`src/design/bpg_regs.vh`:
```
// Register map, field positions, reset values and variant codes of the pad gating block.
`ifndef BPG_REGS_VH
`define BPG_REGS_VH

// ----------------------------------------------------------------------------
// Register offsets
// ----------------------------------------------------------------------------
`define BPG_ADDR_W 8
`define BPG_OFS_CTRL 8'h00
`define BPG_OFS_TRIM 8'h04
`define BPG_OFS_STATUS 8'h08

// ----------------------------------------------------------------------------
// Control register fields
// ----------------------------------------------------------------------------
`define BPG_CTRL_VARIANT_LSB 0
`define BPG_CTRL_VARIANT_MSB 2
`define BPG_CTRL_GATING_USED 3
`define BPG_CTRL_DRIVE_DATA 4
`define BPG_CTRL_MASTER_HIZ 5
`define BPG_CTRL_SLAVE_HIZ 6
`define BPG_CTRL_RX_OFF 7
`define BPG_CTRL_ALL_TERM_OFF 8
`define BPG_CTRL_UNCAL_TERM_OFF 9
`define BPG_CTRL_W 10
`define BPG_CTRL_RESET 10'h068

// ----------------------------------------------------------------------------
// Trim register fields
// ----------------------------------------------------------------------------
`define BPG_TRIM_ENABLE 0
`define BPG_TRIM_CODE_LSB 4
`define BPG_TRIM_CODE_MSB 7
`define BPG_TRIM_VREF_SCAN 8
`define BPG_TRIM_W 9
`define BPG_TRIM_RESET 9'h000

// ----------------------------------------------------------------------------
// Reset values of the registered outputs
// ----------------------------------------------------------------------------
`define BPG_PRDATA_RESET 32'h00000000
`define BPG_RX_EN_RESET 1'h1
`define BPG_TERM_RESET 1'h1
`define BPG_RECEIVED_RESET 1'h0
`define BPG_TRIM_EN_RESET 1'h0
`define BPG_TRIM_CODE_RESET 4'h0
`define BPG_VREF_SCAN_RESET 1'h0

// ----------------------------------------------------------------------------
// Status register fields
// ----------------------------------------------------------------------------
`define BPG_STAT_RX_EN 0
`define BPG_STAT_CAL_TERM 1
`define BPG_STAT_UNCAL_TERM 2
`define BPG_STAT_RECEIVED 3
`define BPG_STAT_RECEIVED_INV 4
`define BPG_STAT_DRIVING 5
`define BPG_STAT_VREF_SCAN 6
`define BPG_STAT_W 7

// ----------------------------------------------------------------------------
// Pad variants
// ----------------------------------------------------------------------------
`define BPG_VAR_BIDIR_BASIC 3'h0
`define BPG_VAR_BIDIR_CAL_TERM_GATED 3'h1
`define BPG_VAR_BIDIR_UNCAL_TERM_GATED 3'h2
`define BPG_VAR_BIDIR_OFFSET_TRIMMED 3'h3
`define BPG_VAR_DIFF_BIDIR_BASIC 3'h4
`define BPG_VAR_DIFF_BIDIR_CAL_TERM_GATED 3'h5
`define BPG_VAR_DIFF_BIDIR_COMPLEMENTARY 3'h6
`define BPG_VAR_DIFF_BIDIR_COMPL_TERM_GATED 3'h7

`endif

```
`src/design/bpg_pad_ctrl.v`:
```
// Bidirectional pad control cell with receiver and termination gating behind an APB slave.
//
// Operation
// Driver is high impedance while tristate control is high, drives when low.
// Basic variants keep receiver and termination on while tristated.
// Basic variants switch termination off while driving.
// Receiver-off request while tristated powers receiver down, received value low.
// Termination-off request while tristated disconnects termination legs.
// Calibrated variant: receiver and termination follow their requests independently.
// Disable-capable variants: driving turns receiver and termination off, value low.
// Fabric enables gating and drives receiver-off, or leaves gating unused.
// Uncalibrated variant gates only uncalibrated legs with its request.
// Uncalibrated variant: receiver and termination follow their own requests.
// Offset-trimmed variant offers trim enable and four-bit trim code.
// Reference scanning only with a reference control cell present.
// Complementary variants give true and inverted received values.
// Fabric drives master and slave tristate from one common signal.
// Complementary term-gated variant: termination by request only, receiver stays on.
// Complementary variants ignore the receiver-off request.
// Enabled receiver passes sensed level unchanged to the received output.
//
// Our own choices: the APB slave port and the placing of the registers.
`timescale 1ns/10ps
`include "bpg_regs.vh"
module bpg_pad_ctrl (
    input wire I_CLOCK,
    input wire I_RST_N,
    input wire I_PSEL,
    input wire I_PENABLE,
    input wire I_PWRITE,
    input wire [7:0] I_PADDR,
    input wire [31:0] I_PWDATA,
    output wire [31:0] O_PRDATA,
    output wire O_PREADY,
    output wire O_PSLVERR,
    input wire I_PAD_P_I,
    output wire O_PAD_P_O,
    output wire O_PAD_P_OE,
    input wire I_PAD_N_I,
    output wire O_PAD_N_O,
    output wire O_PAD_N_OE,
    input wire I_REF_CELL_PRESENT,
    output wire O_RECEIVED,
    output wire O_RECEIVED_INVERTED,
    output wire O_RX_EN,
    output wire O_CAL_TERM_EN,
    output wire O_UNCAL_TERM_EN,
    output wire O_OFFSET_TRIM_ENABLE,
    output wire [3:0] O_OFFSET_TRIM_CODE,
    output wire O_VREF_SCAN_EN
);

    // ------------------------------------------------------------------------
    // Register state
    // ------------------------------------------------------------------------
    reg [`BPG_CTRL_W-1:0] ctrl_q;
    reg [`BPG_TRIM_W-1:0] trim_q;
    reg [31:0] prdata_q;
    reg rx_en_q;
    reg cal_term_q;
    reg uncal_term_q;
    reg received_q;
    reg received_inv_q;
    reg trim_en_q;
    reg [3:0] trim_code_q;
    reg vref_scan_q;

    // ------------------------------------------------------------------------
    // Variant decode
    // ------------------------------------------------------------------------
    wire [2:0] variant;
    wire is_diff;
    wire is_compl;
    wire master_hiz;
    wire slave_hiz;
    wire drive_data;

    assign variant = ctrl_q[`BPG_CTRL_VARIANT_MSB:`BPG_CTRL_VARIANT_LSB];
    assign is_diff = variant[2];
    assign is_compl = (variant == `BPG_VAR_DIFF_BIDIR_COMPLEMENTARY) ||
                      (variant == `BPG_VAR_DIFF_BIDIR_COMPL_TERM_GATED);
    assign drive_data = ctrl_q[`BPG_CTRL_DRIVE_DATA];
    assign master_hiz = ctrl_q[`BPG_CTRL_MASTER_HIZ];
    // Outside the complementary variants there is one tristate control.
    assign slave_hiz = is_compl ? ctrl_q[`BPG_CTRL_SLAVE_HIZ] : master_hiz;

    // ------------------------------------------------------------------------
    // APB slave
    // ------------------------------------------------------------------------
    wire setup_phase;
    wire access_phase;
    wire hit_ctrl;
    wire hit_trim;
    wire hit_status;
    wire addr_hit;
    wire wr_ctrl;
    wire wr_trim;

    assign setup_phase = I_PSEL & ~I_PENABLE;
    assign access_phase = I_PSEL & I_PENABLE;
    assign hit_ctrl = (I_PADDR == `BPG_OFS_CTRL);
    assign hit_trim = (I_PADDR == `BPG_OFS_TRIM);
    assign hit_status = (I_PADDR == `BPG_OFS_STATUS);
    assign addr_hit = hit_ctrl | hit_trim | hit_status;
    // The status word is read-only: a write to it is dropped without an error.
    assign wr_ctrl = access_phase & I_PWRITE & hit_ctrl;
    assign wr_trim = access_phase & I_PWRITE & hit_trim;

    // Zero wait states: read data is prepared in the setup cycle.
    // A master that skipped the setup cycle would therefore read stale data.
    assign O_PREADY = 1'b1;
    assign O_PSLVERR = access_phase & ~addr_hit;
    assign O_PRDATA = prdata_q;

    // ------------------------------------------------------------------------
    // Status word
    // ------------------------------------------------------------------------
    // The driving bit is live from the control register; all others are the
    // registered outputs, so software reads exactly what the fabric pins show.
    wire [`BPG_STAT_W-1:0] status_word;
    assign status_word = {
        vref_scan_q,
        ~master_hiz,
        received_inv_q,
        received_q,
        uncal_term_q,
        cal_term_q,
        rx_en_q
    };

    reg [31:0] rd_mux;
    always @*
    begin
        rd_mux = 32'h00000000;
        case (I_PADDR)
            `BPG_OFS_CTRL:
            begin
                rd_mux = {22'h000000, ctrl_q};
            end
            `BPG_OFS_TRIM:
            begin
                rd_mux = {23'h000000, trim_q};
            end
            `BPG_OFS_STATUS:
            begin
                rd_mux = {25'h0000000, status_word};
            end
            default:
            begin
                rd_mux = 32'h00000000;
            end
        endcase
    end

    reg [`BPG_CTRL_W-1:0] ctrl_d;
    reg [`BPG_TRIM_W-1:0] trim_d;
    reg [31:0] prdata_d;

    // A write lands only at the access edge, so a setup cycle alone never disturbs a register.
    // Bits above a register's width are dropped and read back as zero.
    always @*
    begin
        ctrl_d = ctrl_q;
        trim_d = trim_q;
        prdata_d = prdata_q;
        if (wr_ctrl)
        begin
            ctrl_d = I_PWDATA[`BPG_CTRL_W-1:0];
        end
        if (wr_trim)
        begin
            trim_d = I_PWDATA[`BPG_TRIM_W-1:0];
        end
        // Read data is captured at setup so that it stands through the whole access phase.
        if (setup_phase & ~I_PWRITE)
        begin
            prdata_d = rd_mux;
        end
    end

    always @(posedge I_CLOCK or negedge I_RST_N)
    begin
        if (!I_RST_N)
        begin
            ctrl_q <= `BPG_CTRL_RESET;
            trim_q <= `BPG_TRIM_RESET;
            prdata_q <= `BPG_PRDATA_RESET;
        end
        else
        begin
            ctrl_q <= ctrl_d;
            trim_q <= trim_d;
            prdata_q <= prdata_d;
        end
    end

    // ------------------------------------------------------------------------
    // Pad drivers
    // ------------------------------------------------------------------------
    // Output enable high means the pin is driven.
    // The data pins follow the register even while released; the board ignores them then.
    assign O_PAD_P_O = drive_data;
    assign O_PAD_P_OE = ~master_hiz;
    assign O_PAD_N_O = ~drive_data;
    // The N pin is only a driver in the differential variants.
    assign O_PAD_N_OE = is_diff & ~slave_hiz;

    // ------------------------------------------------------------------------
    // Pad sensing
    // ------------------------------------------------------------------------
    wire pad_p_s;
    wire pad_n_s;
    wire ref_cell_s;

    // Every pin has its own two flip-flops; the three are independent levels, so no word
    // crosses here. Pad to received output therefore takes three rising edges.
    bpg_sync2 #(
        .W(1)
    ) u_sync_pad_p (
        .i_clk(I_CLOCK),
        .i_rst_n(I_RST_N),
        .i_async(I_PAD_P_I),
        .o_sync(pad_p_s)
    );

    bpg_sync2 #(
        .W(1)
    ) u_sync_pad_n (
        .i_clk(I_CLOCK),
        .i_rst_n(I_RST_N),
        .i_async(I_PAD_N_I),
        .o_sync(pad_n_s)
    );

    bpg_sync2 #(
        .W(1)
    ) u_sync_ref_cell (
        .i_clk(I_CLOCK),
        .i_rst_n(I_RST_N),
        .i_async(I_REF_CELL_PRESENT),
        .o_sync(ref_cell_s)
    );

    // A differential receiver resolves the pair by which leg is the higher.
    // Two equal legs read as low, so a briefly skewed pair reads low, not high.
    wire sensed;
    assign sensed = is_diff ? (pad_p_s & ~pad_n_s) : pad_p_s;

    // ------------------------------------------------------------------------
    // Receiver and termination gating
    // ------------------------------------------------------------------------
    wire rx_en_d;
    wire cal_term_d;
    wire uncal_term_d;
    wire force_low;

    // Gating follows the master half, which fabric ties to the slave half.
    // A split pair would leave the receiver gated by the P half alone.
    bpg_rx_gate u_gate (
        .i_variant(variant),
        .i_receiver_gating_used(ctrl_q[`BPG_CTRL_GATING_USED]),
        .i_hiz(master_hiz),
        .i_receiver_off_req(ctrl_q[`BPG_CTRL_RX_OFF]),
        .i_all_termination_off_req(ctrl_q[`BPG_CTRL_ALL_TERM_OFF]),
        .i_uncal_termination_off_req(ctrl_q[`BPG_CTRL_UNCAL_TERM_OFF]),
        .o_rx_en(rx_en_d),
        .o_cal_term_en(cal_term_d),
        .o_uncal_term_en(uncal_term_d),
        .o_force_low(force_low)
    );

    // ------------------------------------------------------------------------
    // Received value
    // ------------------------------------------------------------------------
    // No storage sits between the sync output and the received flop, so the
    // fabric sees the pad level itself, never a held copy.
    wire received_d;
    wire received_inv_d;
    assign received_d = (rx_en_d & ~force_low) ? sensed : 1'b0;
    // The inverted leg is low too while the receiver is off.
    assign received_inv_d = (is_compl & rx_en_d & ~force_low) ? ~sensed : 1'b0;

    // ------------------------------------------------------------------------
    // Offset trim and reference scan
    // ------------------------------------------------------------------------
    wire trimmed;
    assign trimmed = (variant == `BPG_VAR_BIDIR_OFFSET_TRIMMED);

    // Without a reference control cell a scan request is simply ignored.
    wire vref_scan_d;
    assign vref_scan_d = trimmed & trim_q[`BPG_TRIM_VREF_SCAN] & ref_cell_s;

    wire trim_en_d;
    wire [3:0] trim_code_d;
    // Outside the trimmed variant the trim pins rest at zero so an idle receiver is not skewed.
    assign trim_en_d = trimmed & trim_q[`BPG_TRIM_ENABLE];
    assign trim_code_d = trimmed ? trim_q[`BPG_TRIM_CODE_MSB:`BPG_TRIM_CODE_LSB] : 4'h0;

    always @(posedge I_CLOCK or negedge I_RST_N)
    begin
        if (!I_RST_N)
        begin
            trim_en_q <= `BPG_TRIM_EN_RESET;
            trim_code_q <= `BPG_TRIM_CODE_RESET;
            vref_scan_q <= `BPG_VREF_SCAN_RESET;
        end
        else
        begin
            trim_en_q <= trim_en_d;
            trim_code_q <= trim_code_d;
            vref_scan_q <= vref_scan_d;
        end
    end

    // ------------------------------------------------------------------------
    // Gating and received-value registers
    // ------------------------------------------------------------------------
    // One flop on each fabric output keeps glitches of the gating decode off the pins.
    always @(posedge I_CLOCK or negedge I_RST_N)
    begin
        if (!I_RST_N)
        begin
            rx_en_q <= `BPG_RX_EN_RESET;
            cal_term_q <= `BPG_TERM_RESET;
            uncal_term_q <= `BPG_TERM_RESET;
            received_q <= `BPG_RECEIVED_RESET;
            received_inv_q <= `BPG_RECEIVED_RESET;
        end
        else
        begin
            rx_en_q <= rx_en_d;
            cal_term_q <= cal_term_d;
            uncal_term_q <= uncal_term_d;
            received_q <= received_d;
            received_inv_q <= received_inv_d;
        end
    end

    // ------------------------------------------------------------------------
    // Fabric-side outputs
    // ------------------------------------------------------------------------
    assign O_RECEIVED = received_q;
    assign O_RECEIVED_INVERTED = received_inv_q;
    assign O_RX_EN = rx_en_q;
    assign O_CAL_TERM_EN = cal_term_q;
    assign O_UNCAL_TERM_EN = uncal_term_q;
    assign O_OFFSET_TRIM_ENABLE = trim_en_q;
    assign O_OFFSET_TRIM_CODE = trim_code_q;
    assign O_VREF_SCAN_EN = vref_scan_q;

endmodule

```
`src/design/bpg_rx_gate.v`:
```
// Receiver and termination gating decision for each pad variant.
`timescale 1ns/10ps
`include "bpg_regs.vh"
module bpg_rx_gate (
    input wire [2:0] i_variant,
    input wire i_receiver_gating_used,
    input wire i_hiz,
    input wire i_receiver_off_req,
    input wire i_all_termination_off_req,
    input wire i_uncal_termination_off_req,
    output reg o_rx_en,
    output reg o_cal_term_en,
    output reg o_uncal_term_en,
    output reg o_force_low
);

    // With gating unused the receiver stays on even while driving.
    wire gated_rx_en;
    assign gated_rx_en = i_receiver_gating_used ? (i_hiz & ~i_receiver_off_req) : 1'b1;

    always @*
    begin
        o_rx_en = 1'b1;
        o_cal_term_en = i_hiz;
        o_uncal_term_en = i_hiz;
        o_force_low = 1'b0;
        case (i_variant)
            `BPG_VAR_BIDIR_CAL_TERM_GATED,
            `BPG_VAR_BIDIR_OFFSET_TRIMMED,
            `BPG_VAR_DIFF_BIDIR_CAL_TERM_GATED:
            begin
                o_rx_en = gated_rx_en;
                o_cal_term_en = i_hiz & ~i_all_termination_off_req;
                o_uncal_term_en = i_hiz & ~i_all_termination_off_req;
                o_force_low = ~gated_rx_en;
            end
            `BPG_VAR_BIDIR_UNCAL_TERM_GATED:
            begin
                o_rx_en = gated_rx_en;
                o_uncal_term_en = i_hiz & ~i_uncal_termination_off_req;
                o_force_low = ~gated_rx_en;
            end
            `BPG_VAR_DIFF_BIDIR_COMPL_TERM_GATED:
            begin
                // The receiver-off request has no path into this variant.
                o_rx_en = i_hiz;
                o_cal_term_en = i_hiz & ~i_all_termination_off_req;
                o_uncal_term_en = i_hiz & ~i_all_termination_off_req;
                o_force_low = ~i_hiz;
            end
            default:
            begin
                o_rx_en = 1'b1;
                o_cal_term_en = i_hiz;
                o_uncal_term_en = i_hiz;
                o_force_low = 1'b0;
            end
        endcase
    end

endmodule

```
`src/design/bpg_sync2.v`:
```
// Two-stage synchroniser for levels arriving from outside the clock domain.
`timescale 1ns/10ps
module bpg_sync2 #(
    parameter W = 1
) (
    input wire i_clk,
    input wire i_rst_n,
    input wire [W-1:0] i_async,
    output wire [W-1:0] o_sync
);

    reg [W-1:0] meta_q;
    reg [W-1:0] sync_q;

    always @(posedge i_clk or negedge i_rst_n)
    begin
        if (!i_rst_n)
        begin
            meta_q <= {W{1'b0}};
            sync_q <= {W{1'b0}};
        end
        else
        begin
            meta_q <= i_async;
            sync_q <= meta_q;
        end
    end

    assign o_sync = sync_q;

endmodule

```
`config.mk`:
```
export PLATFORM = sky130hd
export DESIGN_NAME = bpg_pad_ctrl
export DESIGN_NICKNAME = d
export VERILOG_FILES = /design/src/design/bpg_pad_ctrl.v /design/src/design/bpg_rx_gate.v /design/src/design/bpg_sync2.v
export VERILOG_INCLUDE_DIRS = /design/src /design/src/design
export SDC_FILE = /design/constraint.sdc
export NUM_CORES = 1
export LEC_CHECK = 0
export ABC_CLOCK_PERIOD_IN_PS = 1930
export BUFFER_PORTS_ARGS = -buffer_cell sky130_fd_sc_hd__clkbuf_2
export CAP_MARGIN = 0
export CORE_MARGIN = 10
export CORE_UTILIZATION = 47
export CTS_CLUSTER_SIZE = 30
export DETAILED_ROUTE_END_ITERATION = 12
export GPL_TIMING_DRIVEN = 0
export PLACE_DENSITY = 0.8
export SYNTH_ARGS = -nofsm -noshare
export SYNTH_HDL_FRONTEND = slang
export SYNTH_HIERARCHICAL = 1
export SYNTH_SLANG_ARGS = --single-unit
```
`constraint.sdc`:
```
create_clock -name I_CLOCK -period 1.93 [get_ports I_CLOCK]
set_clock_uncertainty 0.2 [all_clocks]
set_input_delay 0.0965 -clock I_CLOCK [delete_from_list [all_inputs] [get_ports I_CLOCK]]
set_output_delay 0.0965 -clock I_CLOCK [all_outputs]
set_load 0.02 [all_outputs]
```
### Yosys cells after proc, flatten, opt, wreduce, memory -nomap -nowiden

Index checks and enable logic that the tools add are counted.

* equal/unequal tests: 8
* mux-type cells: 11
* bitwise logic cells: 33
* reduce and logical (&&, ||, !) cells: 4

Operators with widths (count)
* $pmux 10 s3: 1
* $and 1x1->1: 18
* $not 1->1: 13
* $eq 3x3->1 const B: 3
* $eq 8x3->1 const B: 1
* $eq 8x4->1 const B: 1
* $logic_not 8->1: 1
* $reduce_or 4->1: 2
* $eq 3x2->1 const B: 2
* $mux 1: 6
* $pmux 1 s2: 3
* $mux 4: 1
* $eq 3x1->1 const B: 1
* $or 1x1->1: 2
* $logic_or 1x1->1: 1

* bits in registers: 68
* bits of input ports: 48
* output and inout port bits: 49
* word-level logic and storage cells: 73

### Depth between registers and ports, before layout

Gate-level depths: netlist of the first run.

* depth after elaboration: 8
* gate-level depth with buffers: 5
* gate-level depth less buffers: 5

### Modules after synthesis

The synthesis of the first run kept the hierarchy.

Modules (own cells, without submodules)
* bpg_pad_ctrl: times used 1, cells an instance 152, area each 1925.6 µm², seq. area each 1008.5 µm²
* bpg_sync2: times used 3, cells an instance 2, area each 50.0 µm², seq. area each 50.0 µm²
* bpg_rx_gate: times used 1, cells an instance 11, area each 87.6 µm², seq. area each 0.0 µm²

### Least setup slack after synthesis of the first run

No wires, ideal clock.

* path type: input to register
* start: input port I_PADDR[1]
* end: register trim_q[0]
* setup time: 0.125 ns
* arrival time: 1.707 ns
* required time: 1.605 ns
* path slack: -0.102 ns
* stages: 5
* buffers on the path: 2
* cells stage by stage: or4_1 buf_2 or4_4 buf_6 mux2_4

* cells in the longest elaborated chain, start to end: 2

Ends and longest elaborated chain
* from (decl): line bpg_pad_ctrl.v:31 `input wire [7:0] I_PADDR,`
* $eq 8x3->1
* $and 1x1->1: line bpg_pad_ctrl.v:107 `assign wr_trim = access_phase & I_PWRITE & hit_trim;`
* to (signal assigned): line bpg_pad_ctrl.v:186 `` trim_q <= `BPG_TRIM_RESET; ``
* to (signal assigned): line bpg_pad_ctrl.v:192 `trim_q <= trim_d;`
* to (decl): line bpg_pad_ctrl.v:57 `` reg [`BPG_TRIM_W-1:0] trim_q; ``

No other way between the ends.
A chain may end at the register's enable or synchronous reset.

### Worst setup path after layout of the first run

* start: input port I_PADDR[1]
* end: register trim_q[3]

Same word-level chain as after synthesis.

==> out/qor.csv, run 1 <==
metric;value;unit
fmax;541;MHz
Final setup viols;0;
IO buf count;50;
setup slack at placement;-0.444;ns
number of global-route vias before repair;1568;
Starting Density;49.0;%
Synth Instances;169;
r2r worst-path depth;5;
setup ws final;0.0807;ns
GP Congestion;0.788;
Post-Route Utilization;64.5;%
Initial DRT Pass Iterations;4;
crit path launch type;primary input;
Syn Std Cell Area;0.00216;sq mm
status;completed;
DRC viols;0;
Hold Crit Depth;4;
die width;87.8;um
Via density;4.80;
PostCTS Resize Cnt;0;
total number of vias;1525;
critical path fanouts, max;9;
RSZ-0062 raised after global routing;no;
main flop type after synthesis;dfrtp_1;
Synth Area per Inst;12.8;sq um
GRT Util Overall;13.8;%
slowest stage delay, CP;0.53;ns
placed wire-length estimate;3810;um
worst hold slack;0.0520;ns
Seq/Total Area, Yosys;53.6;%
antenna fix cells;0;
Setup crit end kind;flop;
Worst path most repeated cell;or4_4;
Clk Latency, worst-skew pair;0.30;ns
TritonCTS Buffers;5;
Slew headroom;24.6;%
Core Region;0.00441;sq mm
P&R area growth vs syn;31.7;%
P_leak;1.50;nW
VDD IR-drop max;0.490;mV
# H-tree levels;2;
post-synthesis cell type count;43;
die area;0.00772;sq mm
final period utilization;95.8;%
Starting DRT DRC Count;92;
Die Ht;87.8;um
max_cap viols;0;
clk sinks;46;
CP arrival;1.84;ns
Wirelength per Cell;16.1;um
register bit total from synthesis;46;
Final min period;1.85;ns
Congestion Overflow GR;0;
share of cells above drive strength 1;44.4;%
num ports;97;
Cell Rows;24;
share of flip-flops with an asynchronous set or reset;100;%
CTS Root Cell;clkbuf_8;
first-pass GRT wire length;8250;um
EDFF count, synth;0;
endpoints failing hold;0;
Power Dens Cells;636;mW/mm^2
CTS max path bufs;2;
CP required;1.92;ns
Post-DRT Antenna Nets;0;
WL final;5120;um
Worst Hold Class;primary input to flop;
critical path type;primary input to flop;
Tightest Pin Transition;1.13;ns
Slew Viols, Final;0;
initial antenna violation count;0;
Worst-path clk slew;0.09;ns
clock tree from TritonCTS;yes;
Worst path slowest cell;or4_4;
CP cell instances;clkbuf_2, or4_4, buf_6, or4_4, buf_8, mux2_4;
Final Net Count;313;
yosys warns;6;
largest net degree at the start of global routing;47;
[logic make-up (layout without fill, tap and decap cells)]
kind of cell | Yosys count | in the layout | synth area share, %
flops | 46 | 46 | 53.6
buf+inv | 35 | 111 | 10.5
simple gates | 31 | 31 | 9.60
compound gates | 27 | 27 | 10.5
mux | 27 | 27 | 15.2
other cells | 2 | 23 | 0.347
xor+xnor | 1 | 1 | 0.405
[critical path: cells and delay by family]
kind	cells	cell delay, ns
buffers and inverters	3	0.40
and+or+nand+nor	2	1.04
muxes	1	0.30
[power breakdown]
group	internal (mW)	switching, mW
clock network	0.289	0.321
registers	0.979	0.0102
logic	0.0962	0.116
total	1.36	0.447
[through the flow]
| step | setup TNS, ns | power [mW] | cell area (sq um) | instances |
|---|---|---|---|---|
| final | 0 | 1.81 | 2850 | 318 |
| after global routing | 0 | 1.89 | 2850 | 318 |
| after CTS | 0 | 1.82 | 2850 | 318 |
| after detailed placement | -6.44 | 1.19 | 2580 | 292 |
| after global placement | -5.64 | 1.19 | 2580 | 292 |
| after floorplan | -1.53 | 1.13 | 2270 | 190 |
[layout by cell type, fill, tap and decap left out, types with 5 or more instances in the layout]
| master | n |
|---|---|
| and2_1 | 5 |
| mux2i_1 | 8 |
| mux2_2 | 7 |
| dfstp_2 | 6 |
| buf_4 | 25 |
| nand2_1 | 7 |
| clkbuf_2 | 50 |
| mux2_4 | 12 |
| clkbuf_1 | 6 |
| a22o_1 | 6 |
| inv_1 | 5 |
| dlygate4sd3_1 | 16 |
| o2bb2ai_1 | 6 |
| conb_1 | 23 |
| dfrtp_1 | 40 |
| clkbuf_8 | 6 |
[state kept, by name, indices dropped and copies added, names as in the netlist]
register,cells
O_PRDATA,10
ctrl_q,10
trim_q,9
O_OFFSET_TRIM_CODE,4
O_CAL_TERM_EN,1
O_OFFSET_TRIM_ENABLE,1
O_RECEIVED,1
O_RECEIVED_INVERTED,1
O_RX_EN,1
O_UNCAL_TERM_EN,1
O_VREF_SCAN_EN,1
u_sync_pad_n/meta_q,1
u_sync_pad_n/o_sync,1
u_sync_pad_p/meta_q,1
u_sync_pad_p/o_sync,1
u_sync_ref_cell/meta_q,1
u_sync_ref_cell/o_sync,1
[routing by layer]
metal / routed length, um / global-route usage (%) / up-vias
met2: 2460 / 22.0 / 49
met3: 485 / 5.94 / 5
met1: 2110 / 16.6 / 724
met5: 0 / 0 / -
met4: 65 / 4.35 / 0
li1: - / - / 747
[timing repair]
action | 4_1_cts | 5_1_grt
setup endpoints to repair | 10 | 0
hold endpoints to repair | 63 | 0
hold buffers | 16 | 0
buffers inserted | 2 | 0
[synthesized netlist by cell type (2+ instances only)]
master | number | share of area (%)
mux2_2 | 10 | 5.2
o21ai_0 | 2 | 0.46
nor2b_1 | 2 | 0.58
conb_1 | 2 | 0.35
dfstp_2 | 6 | 7.3
nand2b_1 | 2 | 0.58
nand3_1 | 2 | 0.46
nand2_1 | 7 | 1.2
inv_1 | 5 | 0.87
clkbuf_1 | 5 | 0.87
mux2_4 | 9 | 6.2
o31ai_1 | 2 | 0.69
and2_1 | 5 | 1.4
mux2i_1 | 8 | 3.7
dfrtp_1 | 40 | 46
a22o_1 | 6 | 2.4
o211a_1 | 2 | 0.93
o2bb2ai_1 | 6 | 2.4
a21oi_1 | 2 | 0.46
buf_4 | 23 | 8.0
[layout make-up]
class                           count  area, sq um
Inverter                            5         18.8
Timing Repair Buffer               68          425
Buffer                             30          218
Tap cell                           52         65.1
Fill cell                         357         1570
Clock inverter                      1         5.00
Sequential cell                    46         1160
Clock buffer                        7         86.3
Multi-Input combinational cell    109          872
[path summary, 6_finish.rpt]
| kind | slack [ns] | to | from |
|---|---|---|---|
| worst max register to register | 0.35 | O_RECEIVED_INVERTED$_DFF_PN0_ | ctrl_q[5]$_DFFE_PN1P_ |
| worst max-delay path | 0.08 | trim_q[3]$_DFFE_PN0P_ | I_PADDR[1] |
| worst min register to register | 0.16 | u_sync_pad_n/o_sync$_DFF_PN0_ | u_sync_pad_n/meta_q$_DFF_PN0_ |
| min in group asynchronous | 0.33 | O_OFFSET_TRIM_CODE[1]$_DFF_PN0_ | I_RST_N |
| max in group asynchronous | 0.49 | O_PRDATA[7]$_DFFE_PN0P_ | I_RST_N |
| worst min-delay path | 0.05 | O_PRDATA[5]$_DFFE_PN0P_ | I_PADDR[2] |
No activity file was read; power rests on OpenSTA's default activity.
==> run 2: changes to the inputs <==
--- a/config.mk
+++ b/config.mk
@@ -7,14 +7,14 @@
 export NUM_CORES = 1
 export LEC_CHECK = 0
 export ABC_CLOCK_PERIOD_IN_PS = 1930
-export BUFFER_PORTS_ARGS = -buffer_cell sky130_fd_sc_hd__clkbuf_2
 export CAP_MARGIN = 0
 export CORE_MARGIN = 10
-export CORE_UTILIZATION = 47
+export CORE_UTILIZATION = 55
 export CTS_CLUSTER_SIZE = 30
 export DETAILED_ROUTE_END_ITERATION = 12
+export DONT_BUFFER_PORTS = 1
 export GPL_TIMING_DRIVEN = 0
-export PLACE_DENSITY = 0.8
+export PLACE_DENSITY = 0.7
 export SYNTH_ARGS = -nofsm -noshare
 export SYNTH_HDL_FRONTEND = slang
 export SYNTH_HIERARCHICAL = 1
==> out/qor.csv, run 2 (same netlist as run 1, synthesis figures left out) <==
metric;value;unit;change
Tightest Pin Transition;0.706;ns;-0.425 ns
fmax;542;MHz;+0.25%
Worst-path clk slew;0.08;ns;about the same
share of cells above drive strength 1;30.9;%;-13 points
Wirelength per Cell;19.2;um;+19%
P_leak;1.29;nW;-14%
initial antenna violation count;0;;unchanged
FILL cells;289;;-19%
clk sinks;46;;unchanged
CP arrival;1.82;ns;-0.02 ns
DRC viols;0;;unchanged
Setup crit end kind;flop;;
PostCTS Resize Cnt;0;;unchanged
kind of cell adding the most delay to the critical path;simple AND/OR/NAND/NOR gates;;
commonest cells after routing, fill and taps aside;dfrtp_1, buf_4, conb_1;;
DP Area;0.00233;sq mm;-9.9%
Worst path slowest cell;or4_4;;
GRT Util Overall;15.4;%;+1.6 points
die area;0.00684;sq mm;-11%
CTS Root Cell;clkbuf_8;;
Bufs and invs on worst path;2;;-1
Final setup viols;0;;unchanged
Reg area;0.00116;sq mm;unchanged
VDD IR-drop max;0.538;mV;+9.7%
antenna fix cells;0;;unchanged
status;completed;;
max_cap viols;0;;unchanged
largest net degree at the start of global routing;47;;unchanged
Design Power;1.75;mW;-3.2%
# H-tree levels;2;;unchanged
IO buf count;0;;-100%
CP cell instances;clkbuf_1, or3_1, or4_4, buf_8, mux2_4;;
Congestion Overflow GR;0;;unchanged
P&R area growth vs syn;21.5;%;
most common cell after layout, fill and taps aside;dfrtp_1;;
final period utilization;95.6;%;-0.24 points
register-to-register path setup slack;0.25;ns;-0.10 ns
Final Net Count;264;;-16%
total number of vias;1386;;-9.1%
Die Ht;82.7;um;-5.8%
first-pass GRT wire length;7920;um;-4.0%
Initial DRT Pass Iterations;4;;unchanged
CTS max path bufs;2;;unchanged
WL final;5090;um;-0.66%
die width;82.7;um;-5.8%
setup slack at placement;-0.420;ns;+0.0239 ns
endpoints failing hold;0;;unchanged
Post-DRT Antenna Nets;0;;unchanged
clock tree from TritonCTS;yes;;
Worst Hold Class;primary input to flop;;
placed wire-length estimate;3690;um;-3.2%
critical path type;primary input to flop;;
Starting DRT DRC Count;71;;-23%
Final min period;1.84;ns;-0.00468 ns
Slew Viols, Final;0;;unchanged
setup ws final;0.0853;ns;+0.00468 ns
Final Instance Count excl. Fillers;265;;-17%
Starting Density;57.8;%;+8.8 points
Slew headroom;52.6;%;+28 points
placed cells;238;;-18%
slowest stage delay, CP;0.51;ns;-0.02 ns
Power Dens Cells;667;mW/mm^2;+4.9%
crit path launch type;primary input;;
number of global-route vias before repair;1533;;-2.2%
area of the multi-input gates;872;sq um;unchanged
Via density;5.23;;+9.1%
Cell Rows;22;;-8.3%
GP Congestion;0.779;;-1.2%
num ports;97;;unchanged
TritonCTS Buffers;5;;unchanged
RSZ-0062 raised after global routing;no;;
CP required;1.91;ns;about the same
fin area;0.00263;sq mm;-7.7%
worst hold slack;0.0122;ns;-0.0398 ns
Clk Latency, worst-skew pair;0.30;ns;about the same
critical path fanouts, max;10;;+1
Core Region;0.00374;sq mm;-15%
[run 2: metal layers]
metal	vias up	wire length, um	share of wire (%)	global-route usage (%)
met3	8	591	12	6.37
met5	-	0	0	0
met1	681	1950	38	17.5
met2	59	2500	49	26.0
li1	638	-	-	-
met4	0	48	0.94	4.52
[run 2: layout make-up]
cell class	count	area share [%]
clock inverter	1	0.286
inverter	5	0.714
clock buffer	7	2.90
multi-input combinational	109	33.2
timing repair buffer	19	8.28
sequential	46	44.1
tap	48	2.28
buffer	30	8.28
[run 2: timing repair]
action                                  in CTS  in global routing
hold buffers                                18                  0
buffers inserted                             1                  0
hold endpoints to repair                    69                  0
endpoints found under the setup margin      10                  0
[run 2: report_power, final]
part	switching, mW	internal [mW]	leakage (nW)
registers	0.0139	0.979	0.604
clock network	0.314	0.257	0.0385
logic	0.105	0.0844	0.643
total	0.433	1.32	1.29
[run 2: path summary, 6_finish.rpt]
kind | startpoint | end | depth (start not counted)
setup reg to reg | ctrl_q[1]$_DFFE_PN0P_ | O_RECEIVED_INVERTED$_DFF_PN0_ | 5
setup / recovery | I_PADDR[3] | trim_q[1]$_DFFE_PN0P_ | 5
hold / removal | I_PADDR[4] | O_PRDATA[5]$_DFFE_PN0P_ | 4
max in group asynchronous | I_RST_N | O_CAL_TERM_EN$_DFF_PN1_ | 2
min in group asynchronous | I_RST_N | O_RECEIVED_INVERTED$_DFF_PN0_ | 2
hold reg to reg | u_sync_ref_cell/meta_q$_DFF_PN0_ | u_sync_ref_cell/o_sync$_DFF_PN0_ | 0
[run 2: worst reg2reg max path: cells and delay by family, from the launching register on]
family / cells / cell delay, ns
AOI/OAI and AO/OA: 3 / 0.53
DFF: 1 / 0.49
and+or+nand+nor: 2 / 0.38
[run 2: stage by stage]
| step | TNS, ns | util [%] |
|---|---|---|
| 3_5_place_dp | -5.82 | 62.2 |
| 4_1_cts | 0 | 70.2 |
| 6_report | 0 | 70.2 |
| 2_1_floorplan | -1.53 | - |
| 3_3_place_gp | -5.83 | 62.2 |
| 5_1_grt | 0 | 70.2 |
==> run 3: changes to the inputs <==
--- a/config.mk
+++ b/config.mk
@@ -7,14 +7,15 @@
 export NUM_CORES = 1
 export LEC_CHECK = 0
 export ABC_CLOCK_PERIOD_IN_PS = 1930
+export BUFFER_PORTS_ARGS = -buffer_cell sky130_fd_sc_hd__clkbuf_2
 export CAP_MARGIN = 0
 export CORE_MARGIN = 10
-export CORE_UTILIZATION = 55
+export CORE_UTILIZATION = 48
+export CTS_BUF_LIST = sky130_fd_sc_hd__clkbuf_8
 export CTS_CLUSTER_SIZE = 30
 export DETAILED_ROUTE_END_ITERATION = 12
-export DONT_BUFFER_PORTS = 1
 export GPL_TIMING_DRIVEN = 0
-export PLACE_DENSITY = 0.7
+export PLACE_DENSITY = 0.81
 export SYNTH_ARGS = -nofsm -noshare
 export SYNTH_HDL_FRONTEND = slang
 export SYNTH_HIERARCHICAL = 1
==> out/qor.csv, run 3 (same netlist as run 1, synthesis figures left out) <==
metric;value;unit;change
placed wire-length estimate;3720;um;+0.91%
antenna fix cells;0;;unchanged
share of cells above drive strength 1;44.2;%;+13 points
Congestion Overflow GR;0;;unchanged
Starting DRT DRC Count;80;;+13%
clk sinks;46;;unchanged
initial antenna violation count;0;;unchanged
die area;0.00759;sq mm;+11%
P_leak;1.50;nW;+17%
clock tree from TritonCTS;yes;;
CP arrival;1.85;ns;+0.03 ns
# H-tree levels;2;;unchanged
max_cap viols;0;;unchanged
VDD IR-drop max;0.452;mV;-16%
Core Region;0.00435;sq mm;+16%
first-pass GRT wire length;8250;um;+4.2%
Die Ht;87.1;um;+5.3%
Post-DRT Antenna Nets;0;;unchanged
Wirelength per Cell;15.7;um;-18%
GP Congestion;0.774;;-0.65%
Worst Hold Class;primary input to flop;;
total number of vias;1523;;+9.9%
GRT Util Overall;13.7;%;-1.7 points
setup ws final;0.0702;ns;-0.0151 ns
Initial DRT Pass Iterations;4;;unchanged
CTS Root Cell;clkbuf_8;;
most common cell after layout, fill and taps aside;clkbuf_2;;
CP required;1.92;ns;about the same
commonest cells after routing, fill and taps aside;clkbuf_2, dfrtp_1, buf_4, conb_1, dlygate4sd3_1;;
Cell Rows;24;;+9.1%
P&R area growth vs syn;31.9;%;
fmax;538;MHz;-0.81%
worst hold slack;0.0696;ns;+0.0574 ns
CTS max path bufs;2;;unchanged
Final setup viols;0;;unchanged
Power Dens Cells;630;mW/mm^2;-5.5%
endpoints failing hold;0;;unchanged
Final min period;1.86;ns;+0.0151 ns
Post-Route Utilization;65.5;%;-4.7 points
Clk Latency, worst-skew pair;0.30;ns;about the same
WL final;4990;um;-2.0%
Tightest Pin Transition;1.12;ns;+0.412 ns
Setup crit end kind;flop;;
PostCTS Resize Cnt;0;;unchanged
Post-Route M1 WL;2010;um;+3.3%
Final Net Count;312;;+18%
critical path fanouts, max;10;;unchanged
DR WL met2;2410;um;-3.4%
FILL cells;350;;+21%
DRC viols;0;;unchanged
Via density;4.80;;-8.1%
IO buf count;50;;+50
number of global-route vias before repair;1647;;+7.4%
TritonCTS Buffers;5;;unchanged
RSZ-0062 raised after global routing;no;;
setup slack at placement;-0.408;ns;+0.0125 ns
die width;87.1;um;+5.3%
crit path launch type;primary input;;
Slew Viols, Final;0;;unchanged
critical path type;primary input to flop;;
Highest Signal Layer;met4;;
Starting Density;49.7;%;-8.1 points
largest net degree at the start of global routing;47;;unchanged
Design Power;1.80;mW;+2.6%
DR WL met3;443;um;-25%
final period utilization;96.4;%;+0.78 points
status;completed;;
Slew headroom;25.5;%;-27 points
num ports;97;;unchanged
Worst-path clk slew;0.08;ns;about the same
==> run 3: cell types whose count changed in the layout (fill, tap and decap cells not counted) <==
cell and delta:
inv_1 +1, clkbuf_1 -2, dlygate4sd3_1 -1, buf_16 -1, clkinvlp_4 -1, clkinv_2 +1
clkbuf_8 +1, clkbuf_2 +50
==> run 3: what timing repair did <==
item | in CTS | in global routing
buffers inserted | 1 | 0
hold endpoints to repair | 63 | 0
setup endpoints to repair | 10 | 0
hold buffers | 16 | 0
==> run 3: per-layer routing <==
metal,vias to the layer above,global-route usage [%]
met1,732,15.9
met5,-,0
li1,731,-
met2,51,21.8
met4,0,6.67
met3,9,5.06
==> run 3: worst paths after layout <==
path,endpoint,slack [ns],depth (start not counted),start
worst max-delay path,trim_q[0]$_DFFE_PN0P_,0.07,5,I_PADDR[3]
worst max register to register,O_RECEIVED_INVERTED$_DFF_PN0_,0.37,5,ctrl_q[1]$_DFFE_PN0P_
worst min-delay path,O_PRDATA[5]$_DFFE_PN0P_,0.07,4,I_PADDR[2]
min in group asynchronous,O_PRDATA[7]$_DFFE_PN0P_,0.34,2,I_RST_N
max in group asynchronous,O_RECEIVED$_DFF_PN0_,0.51,2,I_RST_N
worst min register to register,u_sync_pad_p/o_sync$_DFF_PN0_,0.15,0,u_sync_pad_p/meta_q$_DFF_PN0_
==> run 3: power breakdown <==
group | total, mW | internal (mW) | switching, mW
registers | 0.989 | 0.979 | 0.0101
clock network | 0.597 | 0.284 | 0.313
logic | 0.213 | 0.0962 | 0.117
total | 1.80 | 1.36 | 0.440
==> run 3: per-stage QoR <==
step / area (sq um) / setup TNS, ns / cells
finish: 2850 / 0 / 317
global route: 2850 / 0 / 317
detailed placement: 2580 / -5.88 / 292
CTS: 2850 / 0 / 317
global placement: 2580 / -5.57 / 292
floorplan: 2270 / -1.53 / 190
==> run 3: area by class of cell <==
cell class              instances  area [sq um]  area share [%]
plain buffers                  30           218            7.63
clock buffers                   6          82.6            2.89
clock inverters                 2          8.76           0.307
inverters                       5          18.8           0.658
multi-input cells             109           872            30.6
flip-flops and latches         46          1160            40.6
well taps                      52          65.1            2.28
repair buffers                 67           430            15.1
==> run 3: critical path, cell delays in order <==
cell and delay, ns:
clkbuf_1 0.29, or3_1 0.48, or4_4 0.51, buf_8 0.17, mux2_4 0.30
